### src/core/adc_seq_pkg.sv
// package: register map, field layout and types for the converter sequencer
package adc_seq_pkg;
  localparam logic [7:0] off_control_one = 8'h00;
  localparam logic [7:0] off_control_two = 8'h04;
  localparam logic [7:0] off_multi_sel   = 8'h08;
  localparam logic [7:0] off_scan_low    = 8'h0c;
  localparam logic [7:0] off_scan_high   = 8'h10;
  localparam logic [7:0] off_pin_cfg_a   = 8'h14;
  localparam logic [7:0] off_pin_cfg_b   = 8'h18;
  localparam logic [7:0] off_pin_digital = 8'h1c;
  localparam logic [7:0] off_result_base = 8'h40;
  localparam logic [7:0] off_fifo_data   = 8'h80;
  localparam logic [7:0] off_status      = 8'h84;
  localparam int done_bit         = 0;
  localparam int sample_start_bit = 1;
  localparam int twelve_bit_bit   = 10;
  localparam int dma_mode_bit     = 12;
  localparam int alt_mode_bit     = 0;
  localparam int spi_lsb          = 2;
  localparam int scan_enable_bit  = 10;
  localparam int neg_b_lsb        = 9;
  localparam int pos_b_bit        = 8;
  localparam int neg_a_lsb        = 1;
  localparam int pos_a_bit        = 0;
  localparam logic [15:0] multi_sel_mask = 16'h0707;
  localparam int result_count     = 16;
  localparam int fifo_depth       = 32;
  localparam int conv_cycles      = 14;
  localparam logic [1:0] resp_okay   = 2'b00;
  localparam logic [1:0] resp_slverr = 2'b10;

  typedef enum logic [2:0] {
    st_idle   = 3'b001,
    st_sample = 3'b010,
    st_conv   = 3'b100
  } conv_state_e;

  typedef struct packed {
    logic [1:0] neg_sel;
    logic       pos_sel;
  } input_sel_s;

  typedef struct packed {
    logic [4:0] pos_input;
    logic [4:0] neg_input;
  } route_s;
endpackage

### src/core/adc_result_fifo.sv
// result fifo with valid/ready on both sides
`timescale 1ns/1ps
module adc_result_fifo #(
  parameter int width = 16,
  parameter int depth = 32
) (
  input  wire logic             aclk,
  input  wire logic             aresetn,
  input  wire logic [width-1:0] in_data,
  input  wire logic             in_valid,
  output logic                  in_ready,
  output logic [width-1:0]      out_data,
  output logic                  out_valid,
  input  wire logic             out_ready
);
  localparam int aw = $clog2(depth);
  logic [width-1:0] mem [depth];
  logic [aw:0]      wr_ptr;
  logic [aw:0]      rd_ptr;
  logic             push;
  logic             pop;

  assign in_ready  = (wr_ptr - rd_ptr) != (aw+1)'(depth);
  assign out_valid = wr_ptr != rd_ptr;
  assign out_data  = mem[rd_ptr[aw-1:0]];
  assign push      = in_valid && in_ready;
  assign pop       = out_valid && out_ready;

  always_ff @(posedge aclk) begin
    if (push) begin
      mem[wr_ptr[aw-1:0]] <= in_data;
    end
    if (!aresetn) begin
      wr_ptr <= '0;
      rd_ptr <= '0;
    end else begin
      if (push) begin
        wr_ptr <= wr_ptr + 1'b1;
      end
      if (pop) begin
        rd_ptr <= rd_ptr + 1'b1;
      end
    end
  end
endmodule

### src/core/adc_seq_ctrl.sv
// converter sequencing, result storage and input routing with axi4-lite
////////////////////////////////////////////////////////////////////////////////
// Behaviour
// - after samples_per_interrupt+1 conversions the flag is set; irq only if enabled.
// - with channel_scan_enable set the scan list restarts at that same point.
// - without dma, results fill buffers 0..samples_per_interrupt in order; pointer wraps at that point.
// - with dma, one buffer is overwritten per result; reader must keep up.
// - done clears at conversion start or on a control_one write with it low, and sets at its end.
// - a shared pin is digital only when both config bits are one, else reads zero.
// - sample b negative select: 11 gives 9..11, 10 gives 6..8, 0x negative ref.
// - sample b positive select: one gives 3..5, zero gives 0..2.
// - in twelve-bit operation the select fields ignore writes and read zero.
////////////////////////////////////////////////////////////////////////////////
`timescale 1ns/1ps
module adc_seq_ctrl
  import adc_seq_pkg::*;
(
  input  wire logic        aclk,
  input  wire logic        aresetn,
  input  wire logic [7:0]  s_axi_awaddr,
  input  wire logic        s_axi_awvalid,
  output logic             s_axi_awready,
  input  wire logic [31:0] s_axi_wdata,
  input  wire logic [3:0]  s_axi_wstrb,
  input  wire logic        s_axi_wvalid,
  output logic             s_axi_wready,
  output logic [1:0]       s_axi_bresp,
  output logic             s_axi_bvalid,
  input  wire logic        s_axi_bready,
  input  wire logic [7:0]  s_axi_araddr,
  input  wire logic        s_axi_arvalid,
  output logic             s_axi_arready,
  output logic [31:0]      s_axi_rdata,
  output logic [1:0]       s_axi_rresp,
  output logic             s_axi_rvalid,
  input  wire logic        s_axi_rready,
  input  wire logic [15:0] conv_data,
  input  wire logic [15:0] pin_level,
  output logic [15:0]      digital_in_enable,
  output logic [4:0]       ch_pos_input [3],
  output logic [4:0]       ch_neg_input [3],
  output logic [3:0]       scan_index,
  output logic             conv_irq
);
  typedef struct packed {
    conv_state_e  state;
    logic [4:0]   timer;
    logic [15:0]  control_one;
    logic [15:0]  control_two;
    logic [15:0]  multi_sel;
    logic [15:0]  scan_low;
    logic [15:0]  pin_cfg_a;
    logic [15:0]  pin_cfg_b;
    logic [15:0]  digital;
    logic [3:0]   buf_ptr;
    logic [3:0]   conv_count;
    logic [3:0]   scan_pos;
    logic         alt_phase;
    logic         irq_flag;
    logic         irq_enable;
    logic         irq;
    logic         wr_aw;
    logic         wr_w;
    logic [7:0]   aw_addr;
    logic [31:0]  w_data;
    logic         bvalid;
    logic [1:0]   bresp;
    logic         rvalid;
    logic [1:0]   rresp;
    logic [31:0]  rdata;
    route_s [2:0] route;
  } state_s;

  state_s      cur;
  state_s      next_cur;
  logic [15:0] results [result_count];
  logic        fifo_in_ready;
  logic [15:0] fifo_out_data;
  logic        fifo_out_valid;
  logic        fifo_pop;
  logic        conv_end;
  logic        wr_fire;
  logic [7:0]  rd_addr;
  input_sel_s  sel_now;

  assign conv_end = cur.state == st_conv && cur.timer == 5'(conv_cycles - 1);
  assign wr_fire  = cur.wr_aw && cur.wr_w && !cur.bvalid;
  assign rd_addr  = s_axi_araddr;
  assign fifo_pop = s_axi_arvalid && !cur.rvalid &&
                    rd_addr == off_fifo_data;

  // conversion results to software; full fifo stalls the next start
  adc_result_fifo #(.width(16), .depth(fifo_depth)) u_fifo (
    .aclk      (aclk),
    .aresetn   (aresetn),
    .in_data   (conv_data),
    .in_valid  (conv_end),
    .in_ready  (fifo_in_ready),
    .out_data  (fifo_out_data),
    .out_valid (fifo_out_valid),
    .out_ready (fifo_pop)
  );

  // buffer array written in place; not part of the resettable state
  always_ff @(posedge aclk) begin
    if (conv_end) begin
      if (cur.control_one[dma_mode_bit]) begin
        results[0] <= conv_data;
      end else begin
        results[cur.buf_ptr] <= conv_data;
      end
    end
  end

  // routing for channels 0..2
  function automatic route_s route_of(input input_sel_s s, input int ch);
    route_s r;
    r.pos_input = s.pos_sel ? 5'(3 + ch) : 5'(ch);
    case (s.neg_sel)
      2'b11:   r.neg_input = 5'(9 + ch);
      2'b10:   r.neg_input = 5'(6 + ch);
      default: r.neg_input = 5'h1f; // negative reference
    endcase
    return r;
  endfunction

  always_comb begin
    next_cur = cur;
    sel_now = (cur.alt_phase && cur.control_two[alt_mode_bit]) ?
      input_sel_s'(cur.multi_sel[10:8]) :
      input_sel_s'(cur.multi_sel[2:0]);
    // unimplemented fields must not steer the inputs either
    if (cur.control_one[twelve_bit_bit]) begin
      sel_now = '0;
    end
    for (int ch = 0; ch < 3; ch++) begin
      next_cur.route[ch] = route_of(sel_now, ch);
    end
    // digital buffer enabled only when both converters agree
    next_cur.digital = pin_level & cur.pin_cfg_a & cur.pin_cfg_b;
    next_cur.irq = cur.irq_flag && cur.irq_enable;

    // conversion sequencer
    case (cur.state)
      st_idle: begin
        if (cur.control_one[sample_start_bit]) begin
          next_cur.state = st_sample;
        end
      end
      st_sample: begin
        // full result fifo holds the sample phase
        if (fifo_in_ready) begin
          next_cur.state = st_conv;
          next_cur.timer = '0;
          next_cur.control_one[done_bit] = 1'b0;
        end
      end
      st_conv: begin
        next_cur.timer = cur.timer + 5'd1;
        if (conv_end) begin
          next_cur.control_one[done_bit] = 1'b1;
          next_cur.control_one[sample_start_bit] = 1'b0;
          next_cur.alt_phase = !cur.alt_phase;
          next_cur.state = st_idle;
          if (cur.conv_count == cur.control_two[spi_lsb +: 4]) begin
            next_cur.conv_count = '0;
            next_cur.irq_flag = 1'b1;
            next_cur.buf_ptr = '0;
            next_cur.alt_phase = 1'b0;
            if (cur.control_two[scan_enable_bit]) begin
              next_cur.scan_pos = '0;
            end
          end else begin
            next_cur.conv_count = cur.conv_count + 4'd1;
            next_cur.buf_ptr = cur.buf_ptr + 4'd1;
            if (cur.control_two[scan_enable_bit]) begin
              next_cur.scan_pos = cur.scan_pos + 4'd1;
            end
          end
        end
      end
      default: next_cur.state = st_idle;
    endcase

    // write channel
    if (s_axi_awvalid && !cur.wr_aw) begin
      next_cur.wr_aw = 1'b1;
      next_cur.aw_addr = s_axi_awaddr;
    end
    if (s_axi_wvalid && !cur.wr_w) begin
      next_cur.wr_w = 1'b1;
      next_cur.w_data = s_axi_wdata;
    end
    if (wr_fire) begin
      next_cur.wr_aw = 1'b0;
      next_cur.wr_w = 1'b0;
      next_cur.bvalid = 1'b1;
      next_cur.bresp = resp_okay;
      case (cur.aw_addr)
        off_control_one: begin
          // done set by a conversion end beats the software write
          next_cur.control_one = cur.w_data[15:0];
          if (conv_end) begin
            next_cur.control_one[done_bit] = 1'b1;
          end
        end
        off_control_two: next_cur.control_two = cur.w_data[15:0];
        off_multi_sel: begin
          if (!cur.control_one[twelve_bit_bit]) begin
            next_cur.multi_sel = cur.w_data[15:0] & multi_sel_mask;
          end
        end
        off_scan_low:  next_cur.scan_low = cur.w_data[15:0];
        off_pin_cfg_a: next_cur.pin_cfg_a = cur.w_data[15:0];
        off_pin_cfg_b: next_cur.pin_cfg_b = cur.w_data[15:0];
        off_status: begin
          next_cur.irq_enable = cur.w_data[1];
          // write one clears; a new event in the same cycle wins
          if (cur.w_data[0] && !(conv_end &&
              cur.conv_count == cur.control_two[spi_lsb +: 4])) begin
            next_cur.irq_flag = 1'b0;
          end
        end
        default: next_cur.bresp = resp_slverr;
      endcase
    end
    if (cur.bvalid && s_axi_bready) begin
      next_cur.bvalid = 1'b0;
    end

    // read channel
    if (s_axi_arvalid && !cur.rvalid) begin
      next_cur.rvalid = 1'b1;
      next_cur.rresp = resp_okay;
      next_cur.rdata = '0;
      if (rd_addr >= off_result_base &&
          rd_addr < off_result_base + 8'(4 * result_count) &&
          rd_addr[1:0] == 2'b00) begin
        next_cur.rdata = {16'h0000, results[rd_addr[5:2]]};
      end else begin
        case (rd_addr)
          off_control_one: next_cur.rdata = {16'h0000, cur.control_one};
          off_control_two: next_cur.rdata = {16'h0000, cur.control_two};
          off_multi_sel: next_cur.rdata = cur.control_one[twelve_bit_bit] ?
            32'h00000000 : {16'h0000, cur.multi_sel};
          off_scan_low:    next_cur.rdata = {16'h0000, cur.scan_low};
          off_scan_high:   next_cur.rdata = 32'h00000000;
          off_pin_cfg_a:   next_cur.rdata = {16'h0000, cur.pin_cfg_a};
          off_pin_cfg_b:   next_cur.rdata = {16'h0000, cur.pin_cfg_b};
          off_pin_digital: next_cur.rdata = {16'h0000, cur.digital};
          off_fifo_data: next_cur.rdata = {15'h0000, fifo_out_valid,
                                           fifo_out_data};
          off_status: next_cur.rdata = {24'h000000, cur.buf_ptr,
                                        2'b00, cur.irq_enable, cur.irq_flag};
          default: next_cur.rresp = resp_slverr;
        endcase
      end
    end
    if (cur.rvalid && s_axi_rready) begin
      next_cur.rvalid = 1'b0;
    end
  end

  always_ff @(posedge aclk) begin
    if (!aresetn) begin
      cur <= '0;
      cur.state <= st_idle;
      cur.route <= {3{route_s'({5'h00, 5'h1f})}};
    end else begin
      cur <= next_cur;
    end
  end

  assign s_axi_awready = !cur.wr_aw;
  assign s_axi_wready  = !cur.wr_w;
  assign s_axi_bvalid  = cur.bvalid;
  assign s_axi_bresp   = cur.bresp;
  assign s_axi_arready = !cur.rvalid;
  assign s_axi_rvalid  = cur.rvalid;
  assign s_axi_rresp   = cur.rresp;
  assign s_axi_rdata   = cur.rdata;
  assign digital_in_enable = cur.digital;
  assign scan_index    = cur.scan_pos;
  assign conv_irq      = cur.irq;
  for (genvar g = 0; g < 3; g++) begin : g_route
    assign ch_pos_input[g] = cur.route[g].pos_input;
    assign ch_neg_input[g] = cur.route[g].neg_input;
  end
endmodule

### config.mk
export PLATFORM = sky130hd
export DESIGN_NAME = adc_seq_ctrl
export DESIGN_NICKNAME = d
export VERILOG_FILES = /design/src/core/adc_seq_pkg.sv /design/src/core/adc_result_fifo.sv /design/src/core/adc_seq_ctrl.sv
export SDC_FILE = /design/constraint.sdc
export NUM_CORES = 1
export LEC_CHECK = 0
export ABC_AREA = 1
export BUFFER_PORTS_ARGS = -buffer_cell sky130_fd_sc_hd__buf_2
export CAP_MARGIN = 20
export CORE_ASPECT_RATIO = 1.1
export CORE_UTILIZATION = 60
export CTS_CLUSTER_DIAMETER = 200
export DETAILED_ROUTE_END_ITERATION = 8
export PLACE_DENSITY = 0.83
export SYNTH_ARGS = -nofsm -noshare
export SYNTH_HDL_FRONTEND = slang
export SYNTH_SLANG_ARGS = --single-unit
export TNS_END_PERCENT = 30
### constraint.sdc
create_clock -name aclk -period 3.6 [get_ports aclk]
set_input_delay 0.72 -clock aclk [delete_from_list [all_inputs] [get_ports aclk]]
set_output_delay 0.72 -clock aclk [all_outputs]
set_load 0.005 [all_outputs]
==> results.txt <==
worst path bufs/invs: 2
clk_lat worst skew: 0.64 ns
Final Cycle Share: 78.46%
Mapped Area: 40580 µm²
Initial Util: 60.89%
GPL Wtd Cong: 0.9571
Critical Path Max Stage Delay: 0.46 ns
post-synthesis mux area share: 0%
Reg area: 26970 µm²
IO buf count: 135
fin. max-slew vios: 0
synthesis-to-layout area growth: 9.362%
first-pass GRT wire length: 156.1 mm
status: finished clean
worst min path class: in2reg
critical path endpoint category: register
worst hold path depth: 2
Synth Area in Simple Gates: 23.85%
Crit. Startpoint: u_fifo.wr_ptr[4]
Worst slew margin: 24.75%
Vias: 29370
Syn Area/Cell: 10.20 µm²
adder-cell share of the synthesized area: 0.4625%
clock skew: 0.01900 ns
worst r2r src: u_fifo.wr_ptr[4]
clock-pin slew on the worst setup and hold paths: 0.06 ns
initial antenna violation count: 1
FILL cells: 4688
CP delay by family, top: simple AND/OR/NAND/NOR gates
core area: 66640 µm²
number of global-route vias before repair: 28100
Longest Clk Path Bufs: 3
Post-DP Area: 41590 µm²
CP max FO: 16
commonest cells after routing, fill and taps aside: 1443 x nand2_1, 768 x edfxtp_1, 559 x nand3_1
Worst Path Required: 3.91 ns
Avg WL per Cell: 20.78 µm
crit path DAT: 3.13 ns
VDD IR-drop max: 0.4364 mV
num ports: 183
postcts setup bufs: 0
GRT overflow: 0
critical path depth: 10
fin crit period: 2.825 ns
multi-input logic area: 11500 µm²
cells along the critical path: ha_1 -> a21oi_1 -> nand3_1 -> nand2_1 -> nand2_1 -> nand3_2 -> nand3_1 -> buf_4 -> nor2_1 -> buf_4
Hold Startpoint: s_axi_bready
First DRT Iteration DRCs: 3558
DIE HEIGHT: 274.7 µm
fmax: 0.3540 GHz
library cells used by synthesis: 45
hold_buf cts: 0
layout cells sized above 1: 10.06%
DRC errors left: 0
Ys Warns: 0
post-route cell area: 44370 µm²
post-route ant nets: 0
via/cell ratio: 5.929
P_leak: 0.01707 µW
row count: 99
Cells after Synth: 3978
XOR/XNOR share of the synthesized area: 0.3454%
final layout net count: 4130
root buf cell: clkbuf_16
Crit-path slowest cell: dfxtp_1
endpoints failing hold: 0
CTS tree: done
GRT Overall Usage: 29.71%
RSZ-0062 raised after global routing: false
# setup viols final: 0
post_cts resized: 0
flops & latches, synth: 963
post-synthesis sequential area ratio: 66.46%
H-tree depth: 3
largest family of logic cells by synthesized area: simple AND/OR/NAND/NOR gates
setup TNS: 0 ns
Setup crit start kind: register
Pre-Repair DR Iteration Count: 7
Compound-Gate Fraction of Synth Area: 3.383%
worst slew pin tran: 1.125 ns
max-cap viol count: 0
die area: 68670 µm²
pin count of the biggest net entering global routing: 165
critical path class: reg2reg
pwr dens: 494.4 nW/µm²
most common cell after layout, fill and taps aside: nand2_1
Num CTS Buffers: 87
HPWL after DPL: 60.13 mm
DIE WIDTH: 249.9 µm
CTS sink count: 963
worst r2r path cells: 10
drt total wl: 102.9 mm
[registers in the layout, summed over array words and instances, names as in the netlist, named ones only]
name,cells
digital_in_enable,16
s_axi_rdata,17
u_fifo.rd_ptr,6
results,256
s_axi_rvalid,1
s_axi_rresp,1
ch_neg_input,3
ch_pos_input,2
cur,131
u_fifo.wr_ptr,6
scan_index,4
s_axi_bvalid,1
u_fifo.mem,512
s_axi_bresp,1
conv_irq,1
[cells by family after synthesis]
group | Yosys count
buffers and inverters | 445
AOI/OAI and AO/OA | 249
xor gates and xnor gates | 16
adders and majority gates | 15
and+or+nand+nor | 2288
other | 2
DFF | 963
[layout make-up]
class                      instances  share of cell area (%)
sequential                       963                   60.79
clock inverter                    38                  0.8262
multi-input combinational       2595                   25.93
antenna                            1                0.005639
timing repair buffer             225                   3.276
inverter                         152                   1.320
clock buffer                     121                   5.436
tap                              858                   2.419
[cells in the mapped netlist (all sizes together)]
cell type	n	area, µm²
a211oi	38	285.3
a21oi	121	605.6
a22o	1	8.760
a31oi	1	6.260
buf	239	1446
clkbuf	54	202.7
clkinv	3	11.26
conb	2	7.510
dfxtp	195	3904
edfxtp	768	23060
ha	15	187.7
inv	149	564.3
nand2	1447	5446
nand3	567	2900
nand3b	1	7.510
nand4	32	200.2
nor2	217	949.7
nor3	15	101.4
nor4	4	40.04
o2111ai	1	8.760
o211ai	3	22.52
o21a	3	22.52
o21ai	78	390.4
o21bai	1	7.510
o31ai	2	15.01
or2	5	31.28
xnor2	6	52.55
xor2	10	87.58
[where the power goes]
part	switching [µW]	internal (µW)
sequential	35.1	12000
clock	3990	5130
combinational	568	177
total	4590	17300
[path summary, 6_finish.rpt]
kind	slack, ns	end
max reg2reg	0.78	u_fifo.mem[13][10]
min	0.25	s_axi_bvalid
max	0.78	u_fifo.mem[13][10]
min reg2reg	0.44	digital_in_enable[13]
[worst reg2reg max path: cells and delay by family (launching register included)]
kind | cells | cell delay [ns]
buf+inv | 2 | 0.58
fa+ha+maj | 1 | 0.36
compound gates | 1 | 0.24
flops | 1 | 0.46
simple gates | 6 | 0.86
[stage by stage]
stage	cells	util (%)	setup slack (ns)	total power (µW)	hold WS, ns
5_1_grt	4953	66.59	0.5831	22430	0.2687
3_5_place_dp	4793	62.41	0.5378	13040	0.4315
3_3_place_gp	4793	62.41	0.5871	13020	0.4212
6_report	4953	66.59	0.7753	21940	0.2524
2_1_floorplan	4003	-	0.3450	12730	0.4151
4_1_cts	4952	66.58	0.7953	21910	0.2357
[routing by layer]
| layer | part of all wire [%] | vias to the layer above | wire length [µm] | GRT usage [%] |
|---|---|---|---|---|
| li1 | - | 13440 | - | - |
| met1 | 37 | 13760 | 38000 | 37.95 |
| met2 | 48 | 1878 | 49670 | 49.57 |
| met3 | 10 | 286 | 10350 | 4.702 |
| met4 | 4.8 | 0 | 4903 | 15.32 |
| met5 | 0 | - | 0 | 0 |
No activity file was read; power rests on OpenSTA's default activity.
